===== src/asc_regs.svh =====
// register indices, field positions, reset values and counts of the adc sequencer
`ifndef ASC_REGS_SVH
`define ASC_REGS_SVH

// register indices; byte address on the bus is four times the index
`define ASC_IDX_SCR    8'h57
`define ASC_IDX_ICLK   8'h58
`define ASC_IDX_RH0    8'h59
`define ASC_IDX_RL0    8'h5a
`define ASC_IDX_RL1    8'h5b
`define ASC_IDX_RL2    8'h5c
`define ASC_IDX_RL3    8'h5d
`define ASC_IDX_ASCR   8'h5e

// status/control fields
`define ASC_SCR_DONE   7
`define ASC_SCR_IRQEN  6
`define ASC_SCR_CONT   5
`define ASC_SCR_CH_HI  4
`define ASC_SCR_CH_LO  0

// clock control fields
`define ASC_ICLK_DIV_HI  7
`define ASC_ICLK_DIV_LO  5
`define ASC_ICLK_SRC     4
`define ASC_ICLK_MODE_HI 3
`define ASC_ICLK_MODE_LO 2

// auto-scan control fields
`define ASC_ASCR_AUTO_HI 2
`define ASC_ASCR_AUTO_LO 1
`define ASC_ASCR_SCAN    0

// reset values
`define ASC_SCR_RST    8'h1f
`define ASC_ICLK_RST   8'h04
`define ASC_ASCR_RST   8'h00

// channel codes
`define ASC_CH_OFF     5'h1f
`define ASC_CH_REFH    5'h1d
`define ASC_CH_REFL    5'h1e

// conversion timing in prescaled adc clock ticks
`define ASC_SAR_TICKS     5'd16
`define ASC_SAMPLE_TICKS  5'd6

`endif


===== src/asc_pkg.sv =====
// types shared by the adc sequencer modules
package asc_pkg;

    typedef enum logic [2:0] {
        ST_IDLE = 3'b001,
        ST_CONV = 3'b010,
        ST_HALT = 3'b100
    } asc_state_e;

    typedef enum logic [1:0] {
        JM_TRUNC = 2'b00,
        JM_RIGHT = 2'b01,
        JM_LEFT  = 2'b10,
        JM_SIGN  = 2'b11
    } asc_just_e;

    // controls toward the analog front end
    typedef struct packed {
        logic       power;
        logic       sample;
        logic [4:0] chan;
        logic [9:0] dac;
    } asc_afe_s;

endpackage


===== src/asc_prescaler.sv =====
// adc clock prescaler: one-cycle tick at the divided adc rate
`timescale 1ns/100ps
`default_nettype none
module asc_prescaler (
    input  wire logic       mclk_i,
    input  wire logic       sys_rst_i,
    input  wire logic       src_bus_i,
    input  wire logic       xclk_en_i,
    input  wire logic [2:0] div_i,
    output logic            tick_o
);
    logic       src_en;
    logic [3:0] mask;
    logic [3:0] cnt_q;

    always_comb begin
        src_en = src_bus_i | xclk_en_i;
        unique case (div_i)
            3'h0:    mask = 4'h0;
            3'h1:    mask = 4'h1;
            3'h2:    mask = 4'h3;
            3'h3:    mask = 4'h7;
            default: mask = 4'hf;
        endcase
        tick_o = src_en && ((cnt_q & mask) == mask);
    end

    always_ff @(posedge mclk_i) begin
        if (sys_rst_i) begin
            cnt_q <= 4'h0;
        end else if (src_en) begin
            cnt_q <= cnt_q + 4'h1;
        end
    end
endmodule
`default_nettype wire


===== src/asc_sar_engine.sv =====
// successive approximation sequencer for one conversion
`timescale 1ns/100ps
`default_nettype none
`include "asc_regs.svh"
module asc_sar_engine (
    input  wire logic       mclk_i,
    input  wire logic       sys_rst_i,
    input  wire logic       tick_i,
    input  wire logic       start_i,
    input  wire logic       abort_i,
    input  wire logic       cmp_above_i,
    output logic            busy_o,
    output logic            sample_o,
    output logic            done_o,
    output logic [9:0]      dac_o,
    output logic [9:0]      result_o
);
    logic       armed_q;
    logic [4:0] tcnt_q;
    logic [9:0] sar_q;
    logic [9:0] sar_d;
    logic [3:0] bit_n;
    logic       trial;

    always_comb begin
        trial = (tcnt_q >= `ASC_SAMPLE_TICKS) &&
                (tcnt_q < `ASC_SAMPLE_TICKS + 5'd10);
        bit_n = 4'(5'd9 - (tcnt_q - `ASC_SAMPLE_TICKS));
        sar_d = sar_q;
        if (trial) begin
            sar_d[bit_n] = cmp_above_i;
            if (bit_n != 4'h0) begin
                sar_d[bit_n - 4'h1] = 1'b1;
            end
        end
    end

    assign sample_o = busy_o && (tcnt_q < `ASC_SAMPLE_TICKS);
    // trial code leads sar_q so the registered pin copy already holds
    // it when the comparator is taken at the very next tick
    assign dac_o    = (start_i || abort_i) ? sar_q   :
                      (armed_q && tick_i)  ? 10'h200 :
                      (busy_o && tick_i)   ? sar_d   : sar_q;

    // waiting for the first tick gives the fractional 17th cycle
    always_ff @(posedge mclk_i) begin
        if (sys_rst_i) begin
            armed_q  <= 1'b0;
            busy_o   <= 1'b0;
            done_o   <= 1'b0;
            tcnt_q   <= 5'h00;
            sar_q    <= 10'h000;
            result_o <= 10'h000;
        end else begin
            done_o <= 1'b0;
            if (start_i) begin
                armed_q <= 1'b1;
                busy_o  <= 1'b0;
            end else if (abort_i) begin
                armed_q <= 1'b0;
                busy_o  <= 1'b0;
            end else if (armed_q && tick_i) begin
                armed_q <= 1'b0;
                busy_o  <= 1'b1;
                tcnt_q  <= 5'h01;
                sar_q   <= 10'h200;
            end else if (busy_o && tick_i) begin
                sar_q  <= sar_d;
                tcnt_q <= tcnt_q + 5'h01;
                if (tcnt_q == `ASC_SAR_TICKS - 5'd1) begin
                    busy_o   <= 1'b0;
                    done_o   <= 1'b1;
                    result_o <= sar_d;
                end
            end
        end
    end
endmodule
`default_nettype wire


===== src/asc_top.sv =====
// adc sequencer control: apb registers, conversion sequencing, flags
//
// Our own choice: register access over APB.
`timescale 1ns/100ps
`default_nettype none
`include "asc_regs.svh"
module asc_top (
    input  wire logic        mclk_i,
    input  wire logic        sys_rst_i,
    input  wire logic        psel_i,
    input  wire logic        penable_i,
    input  wire logic        pwrite_i,
    input  wire logic [11:0] paddr_i,
    input  wire logic [31:0] pwdata_i,
    input  wire logic [3:0]  pstrb_i,
    output logic [31:0]      prdata_o,
    output logic             pready_o,
    output logic             pslverr_o,
    input  wire logic        xclk_en_i,
    input  wire logic        stop_i,
    input  wire logic        cmp_above_i,
    output asc_pkg::asc_afe_s afe_o,
    output logic             irq_o
);
    // register state
    logic                 irq_enable_q;
    logic                 continuous_conv_q;
    logic [4:0]           channel_select_q;
    logic                 conv_done_flag_q;
    logic [2:0]           div_q;
    logic                 src_bus_q;
    asc_pkg::asc_just_e   mode_q;
    logic [1:0]           auto_last_q;
    logic                 autoscan_enable_q;
    logic [9:0]           res0_q;
    logic [7:0]           resl_q [1:3];
    logic                 lock_q;
    logic [1:0]           scan_cnt_q;
    asc_pkg::asc_state_e  state_q;

    // bus decode
    logic        access;
    logic        xfer_done;
    logic [7:0]  idx;
    logic        mapped;
    logic        wr_scr;
    logic        wr_iclk;
    logic        wr_ascr;
    logic        rd_h0;
    logic        rd_l0;
    logic        rd_ln;
    logic [31:0] rdata;

    // sequencing
    logic        adc_tick;
    logic        eng_busy;
    logic        eng_sample;
    logic        eng_done;
    logic [9:0]  eng_dac;
    logic [9:0]  eng_result;
    logic        eng_start;
    logic        eng_abort;
    logic        go_wr;
    logic        scan_last;
    logic        repeat_conv;
    logic        powered;
    logic [4:0]  active_ch;

    function automatic logic [7:0] fmt_hi(input asc_pkg::asc_just_e m,
                                          input logic [9:0] r);
        unique case (m)
            asc_pkg::JM_TRUNC: fmt_hi = 8'h00;
            asc_pkg::JM_RIGHT: fmt_hi = {6'h00, r[9:8]};
            asc_pkg::JM_LEFT:  fmt_hi = r[9:2];
            asc_pkg::JM_SIGN:  fmt_hi = {~r[9], r[8:2]};
        endcase
    endfunction

    function automatic logic [7:0] fmt_lo(input asc_pkg::asc_just_e m,
                                          input logic [9:0] r);
        unique case (m)
            asc_pkg::JM_TRUNC: fmt_lo = r[9:2];
            asc_pkg::JM_RIGHT: fmt_lo = r[7:0];
            asc_pkg::JM_LEFT:  fmt_lo = {r[1:0], 6'h00};
            asc_pkg::JM_SIGN:  fmt_lo = {r[1:0], 6'h00};
        endcase
    endfunction

    // side effects fire only on the completing edge of the transfer
    always_comb begin
        access    = psel_i && penable_i;
        xfer_done = access && pready_o;
        idx       = paddr_i[9:2];
        mapped    = (paddr_i[11:10] == 2'h0) &&
                    (idx >= `ASC_IDX_SCR) && (idx <= `ASC_IDX_ASCR);
        wr_scr  = xfer_done && pwrite_i && pstrb_i[0] &&
                  (idx == `ASC_IDX_SCR) && mapped;
        wr_iclk = xfer_done && pwrite_i && pstrb_i[0] &&
                  (idx == `ASC_IDX_ICLK) && mapped;
        wr_ascr = xfer_done && pwrite_i && pstrb_i[0] &&
                  (idx == `ASC_IDX_ASCR) && mapped;
        rd_h0   = xfer_done && !pwrite_i && mapped &&
                  (idx == `ASC_IDX_RH0);
        rd_l0   = xfer_done && !pwrite_i && mapped &&
                  (idx == `ASC_IDX_RL0);
        rd_ln   = xfer_done && !pwrite_i && mapped &&
                  (idx >= `ASC_IDX_RL1) && (idx <= `ASC_IDX_RL3);
    end

    always_comb begin
        rdata = 32'h0000_0000;
        unique case (idx)
            `ASC_IDX_SCR:  rdata[7:0] = {conv_done_flag_q && !irq_enable_q,
                                         irq_enable_q, continuous_conv_q,
                                         channel_select_q};
            `ASC_IDX_ICLK: rdata[7:0] = {div_q, src_bus_q, mode_q, 2'h0};
            `ASC_IDX_RH0:  rdata[7:0] = fmt_hi(mode_q, res0_q);
            `ASC_IDX_RL0:  rdata[7:0] = fmt_lo(mode_q, res0_q);
            `ASC_IDX_RL1:  rdata[7:0] = resl_q[1];
            `ASC_IDX_RL2:  rdata[7:0] = resl_q[2];
            `ASC_IDX_RL3:  rdata[7:0] = resl_q[3];
            `ASC_IDX_ASCR: rdata[7:0] = {5'h00, auto_last_q,
                                         autoscan_enable_q};
            default:       rdata = 32'h0000_0000;
        endcase
    end

    // two-cycle access phase; unmapped addresses answer with an error
    always_ff @(posedge mclk_i) begin
        if (sys_rst_i) begin
            pready_o  <= 1'b0;
            pslverr_o <= 1'b0;
            prdata_o  <= 32'h0000_0000;
        end else if (access && !pready_o) begin
            pready_o  <= 1'b1;
            pslverr_o <= !mapped;
            prdata_o  <= (mapped && !pwrite_i) ? rdata : 32'h0000_0000;
        end else begin
            pready_o  <= 1'b0;
            pslverr_o <= 1'b0;
        end
    end

    // control registers
    always_ff @(posedge mclk_i) begin
        if (sys_rst_i) begin
            irq_enable_q      <= 1'(`ASC_SCR_RST >> `ASC_SCR_IRQEN);
            continuous_conv_q <= 1'(`ASC_SCR_RST >> `ASC_SCR_CONT);
            channel_select_q  <= 5'(`ASC_SCR_RST);
            div_q             <= 3'(`ASC_ICLK_RST >> `ASC_ICLK_DIV_LO);
            src_bus_q         <= 1'(`ASC_ICLK_RST >> `ASC_ICLK_SRC);
            mode_q            <= asc_pkg::asc_just_e'(
                2'(`ASC_ICLK_RST >> `ASC_ICLK_MODE_LO));
            auto_last_q       <= 2'(`ASC_ASCR_RST >> `ASC_ASCR_AUTO_LO);
            autoscan_enable_q <= 1'(`ASC_ASCR_RST);
        end else begin
            if (wr_scr) begin
                irq_enable_q      <= pwdata_i[`ASC_SCR_IRQEN];
                continuous_conv_q <= pwdata_i[`ASC_SCR_CONT];
                channel_select_q  <= pwdata_i[`ASC_SCR_CH_HI:`ASC_SCR_CH_LO];
            end
            if (wr_iclk) begin
                div_q     <= pwdata_i[`ASC_ICLK_DIV_HI:`ASC_ICLK_DIV_LO];
                src_bus_q <= pwdata_i[`ASC_ICLK_SRC];
                mode_q    <= asc_pkg::asc_just_e'(
                             pwdata_i[`ASC_ICLK_MODE_HI:`ASC_ICLK_MODE_LO]);
            end
            if (wr_ascr) begin
                auto_last_q <= pwdata_i[`ASC_ASCR_AUTO_HI:`ASC_ASCR_AUTO_LO];
                autoscan_enable_q <= pwdata_i[`ASC_ASCR_SCAN];
            end
        end
    end

    asc_prescaler u_prescaler (
        .mclk_i    (mclk_i),
        .sys_rst_i (sys_rst_i),
        .src_bus_i (src_bus_q),
        .xclk_en_i (xclk_en_i),
        .div_i     (div_q),
        .tick_o    (adc_tick)
    );

    asc_sar_engine u_engine (
        .mclk_i      (mclk_i),
        .sys_rst_i   (sys_rst_i),
        .tick_i      (adc_tick),
        .start_i     (eng_start),
        .abort_i     (eng_abort),
        .cmp_above_i (cmp_above_i),
        .busy_o      (eng_busy),
        .sample_o    (eng_sample),
        .done_o      (eng_done),
        .dac_o       (eng_dac),
        .result_o    (eng_result)
    );

    // auto-scan takes precedence, so a stray continuous bit is harmless
    always_comb begin
        powered   = autoscan_enable_q ||
                    (channel_select_q != `ASC_CH_OFF);
        active_ch = autoscan_enable_q ? {3'h0, scan_cnt_q}
                                      : channel_select_q;
        go_wr     = wr_scr && (autoscan_enable_q ||
                    (pwdata_i[`ASC_SCR_CH_HI:`ASC_SCR_CH_LO] !=
                     `ASC_CH_OFF));
        scan_last = scan_cnt_q == auto_last_q;
        repeat_conv = autoscan_enable_q ? !scan_last
                                        : continuous_conv_q;
        eng_start = !stop_i && (go_wr || (!wr_scr &&
                    (state_q == asc_pkg::ST_HALT ||
                     (state_q == asc_pkg::ST_CONV && eng_done &&
                      repeat_conv))));
        eng_abort = stop_i || wr_scr;
    end

    // sequencing state
    always_ff @(posedge mclk_i) begin
        if (sys_rst_i) begin
            state_q    <= asc_pkg::ST_IDLE;
            scan_cnt_q <= 2'h0;
        end else begin
            if (wr_scr) begin
                scan_cnt_q <= 2'h0;
                if (!go_wr) begin
                    state_q <= asc_pkg::ST_IDLE;
                end else if (stop_i) begin
                    state_q <= asc_pkg::ST_HALT;
                end else begin
                    state_q <= asc_pkg::ST_CONV;
                end
            end else begin
                unique case (state_q)
                    asc_pkg::ST_IDLE: begin
                        state_q <= asc_pkg::ST_IDLE;
                    end
                    asc_pkg::ST_CONV: begin
                        if (stop_i) begin
                            state_q <= asc_pkg::ST_HALT;
                        end else if (eng_done) begin
                            if (autoscan_enable_q && !scan_last) begin
                                scan_cnt_q <= scan_cnt_q + 2'h1;
                            end
                            if (!repeat_conv) begin
                                state_q <= asc_pkg::ST_IDLE;
                            end
                        end
                    end
                    asc_pkg::ST_HALT: begin
                        if (!stop_i) begin
                            state_q <= asc_pkg::ST_CONV;
                        end
                    end
                    default: state_q <= asc_pkg::ST_IDLE;
                endcase
            end
        end
    end

    // result storage; a frozen pair drops new results for slot zero
    always_ff @(posedge mclk_i) begin
        if (sys_rst_i) begin
            res0_q    <= 10'h000;
            resl_q[1] <= 8'h00;
            resl_q[2] <= 8'h00;
            resl_q[3] <= 8'h00;
        end else if (eng_done) begin
            if (autoscan_enable_q && scan_cnt_q != 2'h0) begin
                resl_q[scan_cnt_q] <= eng_result[9:2];
            end else if (!lock_q) begin
                res0_q <= eng_result;
            end
        end
    end

    always_ff @(posedge mclk_i) begin
        if (sys_rst_i) begin
            lock_q <= 1'b0;
        end else if (rd_h0 && mode_q != asc_pkg::JM_TRUNC) begin
            lock_q <= 1'b1;
        end else if (rd_l0 || wr_scr || wr_iclk) begin
            lock_q <= 1'b0;
        end
    end

    // completion flag: a finishing conversion beats a same-cycle clear
    always_ff @(posedge mclk_i) begin
        if (sys_rst_i) begin
            conv_done_flag_q <= 1'b0;
        end else if (eng_done) begin
            conv_done_flag_q <= 1'b1;
        end else if (wr_scr || wr_iclk || rd_l0 || rd_ln) begin
            conv_done_flag_q <= 1'b0;
        end
    end

    // level request, no clock gating so it also wakes from wait
    always_ff @(posedge mclk_i) begin
        if (sys_rst_i) begin
            irq_o <= 1'b0;
        end else if (!irq_enable_q) begin
            irq_o <= 1'b0;
        end else if (eng_done && (!autoscan_enable_q || scan_last)) begin
            irq_o <= 1'b1;
        end else if (rd_l0 || wr_scr) begin
            irq_o <= 1'b0;
        end
    end

    always_ff @(posedge mclk_i) begin
        if (sys_rst_i) begin
            afe_o <= '0;
        end else begin
            afe_o.power  <= powered && !stop_i;
            afe_o.sample <= eng_sample && eng_busy;
            afe_o.chan   <= active_ch;
            afe_o.dac    <= eng_dac;
        end
    end
endmodule
`default_nettype wire


===== config.mk =====
export PLATFORM = sky130hd
export DESIGN_NAME = asc_top
export DESIGN_NICKNAME = d
export VERILOG_FILES = /design/src/asc_pkg.sv /design/src/asc_prescaler.sv /design/src/asc_sar_engine.sv /design/src/asc_top.sv
export VERILOG_INCLUDE_DIRS = /design/src
export SDC_FILE = /design/constraint.sdc
export NUM_CORES = 1
export LEC_CHECK = 0
export BUFFER_PORTS_ARGS = -buffer_cell sky130_fd_sc_hd__buf_2
export CORE_MARGIN = 1.5
export CORE_UTILIZATION = 40
export CTS_CLUSTER_SIZE = 30
export DETAILED_ROUTE_END_ITERATION = 7
export GPL_ROUTABILITY_DRIVEN = 0
export SLEW_MARGIN = 20
export SYNTH_ARGS = -nofsm -noshare
export SYNTH_HDL_FRONTEND = slang
export SYNTH_HIERARCHICAL = 1
export SYNTH_SLANG_ARGS = --single-unit

===== constraint.sdc =====
create_clock -name mclk_i -period 2.5 [get_ports mclk_i]
set_input_delay 0.125 -clock mclk_i [delete_from_list [all_inputs] [get_ports mclk_i]]
set_output_delay 0.125 -clock mclk_i [all_outputs]
set_load 0.01 [all_outputs]

==> run_results.csv <==
group,metric,value,unit
critical_path,cpPeakStageDelay,390,ps
layout,area_delta_synth_final,22.9,%
synthesis,yosysWarnings,6,
synthesis,synthXorXnorAreaFrac,0.988,%
synthesis,async_flop_share,0,%
cts,clockBufferDepth,2,
pwr,leakage,3.10,nW
critical_path,cpLargestDelayFamily,"simple AND/OR/NAND/NOR gates",
layout,seqCellArea,0.00258,mm²
sta,finalCritPeriodShare,101,%
hold_path,min_path_cells,3,
sta,final-hold-violation-count,0,
floorplanning,die_width,128,µm
synthesis,yosysUniqueCellTypes,75,
synthesis,synth-adder-area-share,2.62,%
floorplanning,die_h,128,µm
routing,dr.pass1.iters,5,
routing,wire_per_inst,16.5,µm
synthesis,synthFlopType,"dfxtp_1",
critical_path,r2r_setup_slack,-10,ps
critical_path,reg2regPathDepth,12,
hold_path,min_from,"pwdata_i[2]",
cts,clock-root-buffer,"clkbuf_16",
run,maxCapViolations,0,
layout,insertedDiodeCount,0,
hold_path,min_to,"channel_select_q[2]",
outcome,violations,"setup timing",
synthesis,ys_ff_latch,117,
routing,drt-total-wl,16.1,mm
cts,path_clk_slew,50,ps
sta,setup_viol,2,
routing,num_vias,5378,
synthesis,yosysSeqAreaShare,41.6,%
floorplanning,core_area,0.0151,mm²
routing,drt_iter0_markers,405,
synthesis,avgSynthCellArea,9.04,µm²
sta,worst_slew_pin_slew,625,ps
placement,dp_slack,10.6,ps
pwr,ir_worst_vdd,0.503,mV
critical_path,crit_buf_inv,3,
grt,antenna_found_initial,0,
hold_path,min_path_type,"primary input to flip-flop",
critical_path,crit_type,"flip-flop to flip-flop",
grt,grtUsageTotal,20.2,%
critical_path,path_cells,"or3b_4 > nor4_4 > buf_4 > buf_6 > o21ai_4 > a21oi_4 > nor3b_4 > and3b_2 > buf_6 > a21o_1 > a32o_2 > nor2b_1",
synthesis,synth_compound_gate_area_share,16.7,%
grt,grt_pass1_vias,5139,
critical_path,worstPathRequired,2760,ps
synthesis,yosys.area_share.simple,24.0,%
critical_path,setup.worst_path.end_class,"flip-flop",
layout,multi_input_area,0.00336,mm²
routing,wl_met3,826,µm
critical_path,arrival,2780,ps
routing,ant_nets,0,
floorplanning,io_pins,108,
synthesis,synth_edf_count,24,
sta,max_slew_margin,57.9,%
cts,clock_latency,410,ps
routing,detailroute.wirelength.met2,7.46,mm
critical_path,cp_common_cell,"buf_6",
pwr,cellPowerDensity,634,mW/mm²
routing,route.detailed.drc,0,
floorplanning,start_util,41.0,%
cts,htree_levels,4,
floorplanning,fp.dieArea,0.0163,mm²
outcome,outcome,"complete, but fails checks",
sta,grt_setup_unrepaired,"true",
grt,grt_max_degree,62,
sta,fmax,398,MHz
placement,dp_hpwl,11.6,mm
layout,nFillCells,1384,
grt,grt_pass1_wl,26.0,mm
cts,tritoncts,"yes",
floorplanning,num_rows,45,
sta,slew_violations,0,
routing,m1WireLength,7.28,mm
sta,fin_skew,9.05,ps
cts,numCtsBuffers,17,
synthesis,yosys-mux-area-fraction,6.74,%
critical_path,r2r_end,"afe_o[7]",
sta,layout_setup_ws,-14.6,ps
critical_path,cpMaxStageDelayCell,"or3b_4",
routing,top_layer_used,"met4",
critical_path,r2r-start,"pready_o",
synthesis,synth_top_family_by_area,"simple AND/OR/NAND/NOR gates",
layout,drive_gt1_share,21.9,%
grt,grt-ovfl-total,0,
critical_path,crit_fanout,5,
routing,vias_per_cell,5.50,
critical_path,cp-start-kind,"flip-flop",
synthesis,synth_cells,686,
synthesis,synth_area,0.00620,mm²
sta,fin_setup_tns,-19.1,ps
placement,portBuffers,54,
cts,cts_sinks,117,
layout,fin_nets,845,
sta,min_period,2510,ps
[worst register-to-register path, delay by kind of cell (launching register included)]
kind                   cells  cell delay [ps]
buffers and inverters      3              430
AND/OR/NAND/NOR            5              990
AO/OA/AOI/OAI              4              640
flip-flops                 1              320
[area by class of cell]
class | count | share of cell area (%)
multi-input combinational | 513 | 44.1
sequential | 117 | 33.9
timing repair buffer | 112 | 9.70
clock buffer | 24 | 6.60
tap | 188 | 3.09
clock inverter | 8 | 1.87
inverter | 15 | 0.738
[layout by cell type (no fill, tap or decap), types with 7 or more instances in the layout]
cell and instances:
buf_2 55, edfxtp_1 24, and3_1 30, nor2b_1 25, dlygate4sd3_1 7, a31oi_1 8
mux2i_1 35, a21o_1 7, o211ai_1 10, nand3b_1 9, nor3_1 15, nor2_1 61
clkbuf_16 18, nand2_1 62, dfxtp_1 92, buf_4 45, a21oi_1 39, nand3_1 9
a22oi_1 9, inv_1 13, o21ai_0 21, conb_1 24, ha_1 13
[where the power goes]
part           switching (mW)  internal (mW)
Clock                   0.833           1.80
Sequential             0.0123           1.95
Combinational           0.143         0.0853
[synth_stat cells, types with 4 or more instances]
library cell	instances	area (µm²)
a21o_1	7	52.6
a21oi_1	43	215
a22o_1	6	52.6
a22oi_1	9	67.6
a311oi_1	5	43.8
a31oi_1	9	56.3
and2_1	7	43.8
and3_1	30	188
and3b_1	4	35.0
buf_2	15	75.1
buf_4	27	203
clkbuf_1	18	67.6
dfxtp_1	93	1860
edfxtp_1	24	721
ha_1	13	163
inv_1	13	48.8
mux2_2	6	67.6
mux2i_1	35	350
nand2_1	63	236
nand2b_1	4	25.0
nand3_1	10	50.1
nand3b_1	9	67.6
nand4_1	5	31.3
nor2_1	62	233
nor2b_1	26	163
nor3_1	16	80.1
nor3b_1	4	30.0
o211ai_1	10	75.1
o21ai_0	24	120
o22ai_1	4	25.0
o41ai_1	5	43.8
or2_2	4	25.0
or3_1	4	25.0
xnor2_1	4	35.0
[metrics by stage]
stage          utilization (%)  std cells  hold WS (ps)  cell area, µm²  power, mW
3_3_place_gp              44.7        935           375            6770       2.22
4_1_cts                   49.5        974         0.526            7500       4.86
6_report                  50.3        977          11.1            7620       4.83
2_1_floorplan                -        709           194            6290       2.16
3_5_place_dp              44.7        935           371            6770       2.22
5_1_grt                   50.3        977          17.9            7620       4.96
[registers in the layout (all words and copies together), names as in the netlist, 2 cells and up]
signal             count
mode_q                 2
afe_o                 17
u_engine/result_o     10
auto_last_q            2
state_q                3
u_engine/sar_q        10
scan_cnt_q             2
u_prescaler/cnt_q      4
channel_select_q       5
prdata_o               8
res0_q                10
u_engine/tcnt_q        5
div_q                  3
resl_q                24
[worst max path at each step]
stage                    start                    to  slack (ps)  depth (start not counted)
floorplan             pready_o              afe_o[2]          20                         11
global placement    paddr_i[5]              afe_o[6]          40                         13
detailed placement    pready_o  u_engine/result_o[6]          10                         11
CTS                   pready_o              afe_o[6]          -4                         12
global route          pready_o     u_engine/sar_q[4]        -120                         12
finish                pready_o              afe_o[7]         -10                         12
[per-layer routing]
metal	global-route usage, %	vias to the layer above
met2	32.7	171
li1	-	2618
met1	25.5	2549
met5	0	-
met3	4.56	40
met4	9.83	0
[cell families after synthesis]
kind of cell | count (synthesis)
AO/OA/AOI/OAI | 156
multiplexers | 41
flip-flops | 117
adder cells (fa/ha/maj) | 13
other | 1
buffers and inverters | 79
AND/OR/NAND/NOR | 272
XOR/XNOR | 7
[timing repair]
action | 4_1_cts | 5_1_grt
gates cloned | 0 | 1
buffers inserted | 0 | 2
hold buffers | 7 | 0
hold endpoints to repair | 8 | 0
setup endpoints to repair | 4 | 35
pin swaps | 0 | 9
resized for setup | 3 | 28
(Power assumes the default switching activity.)
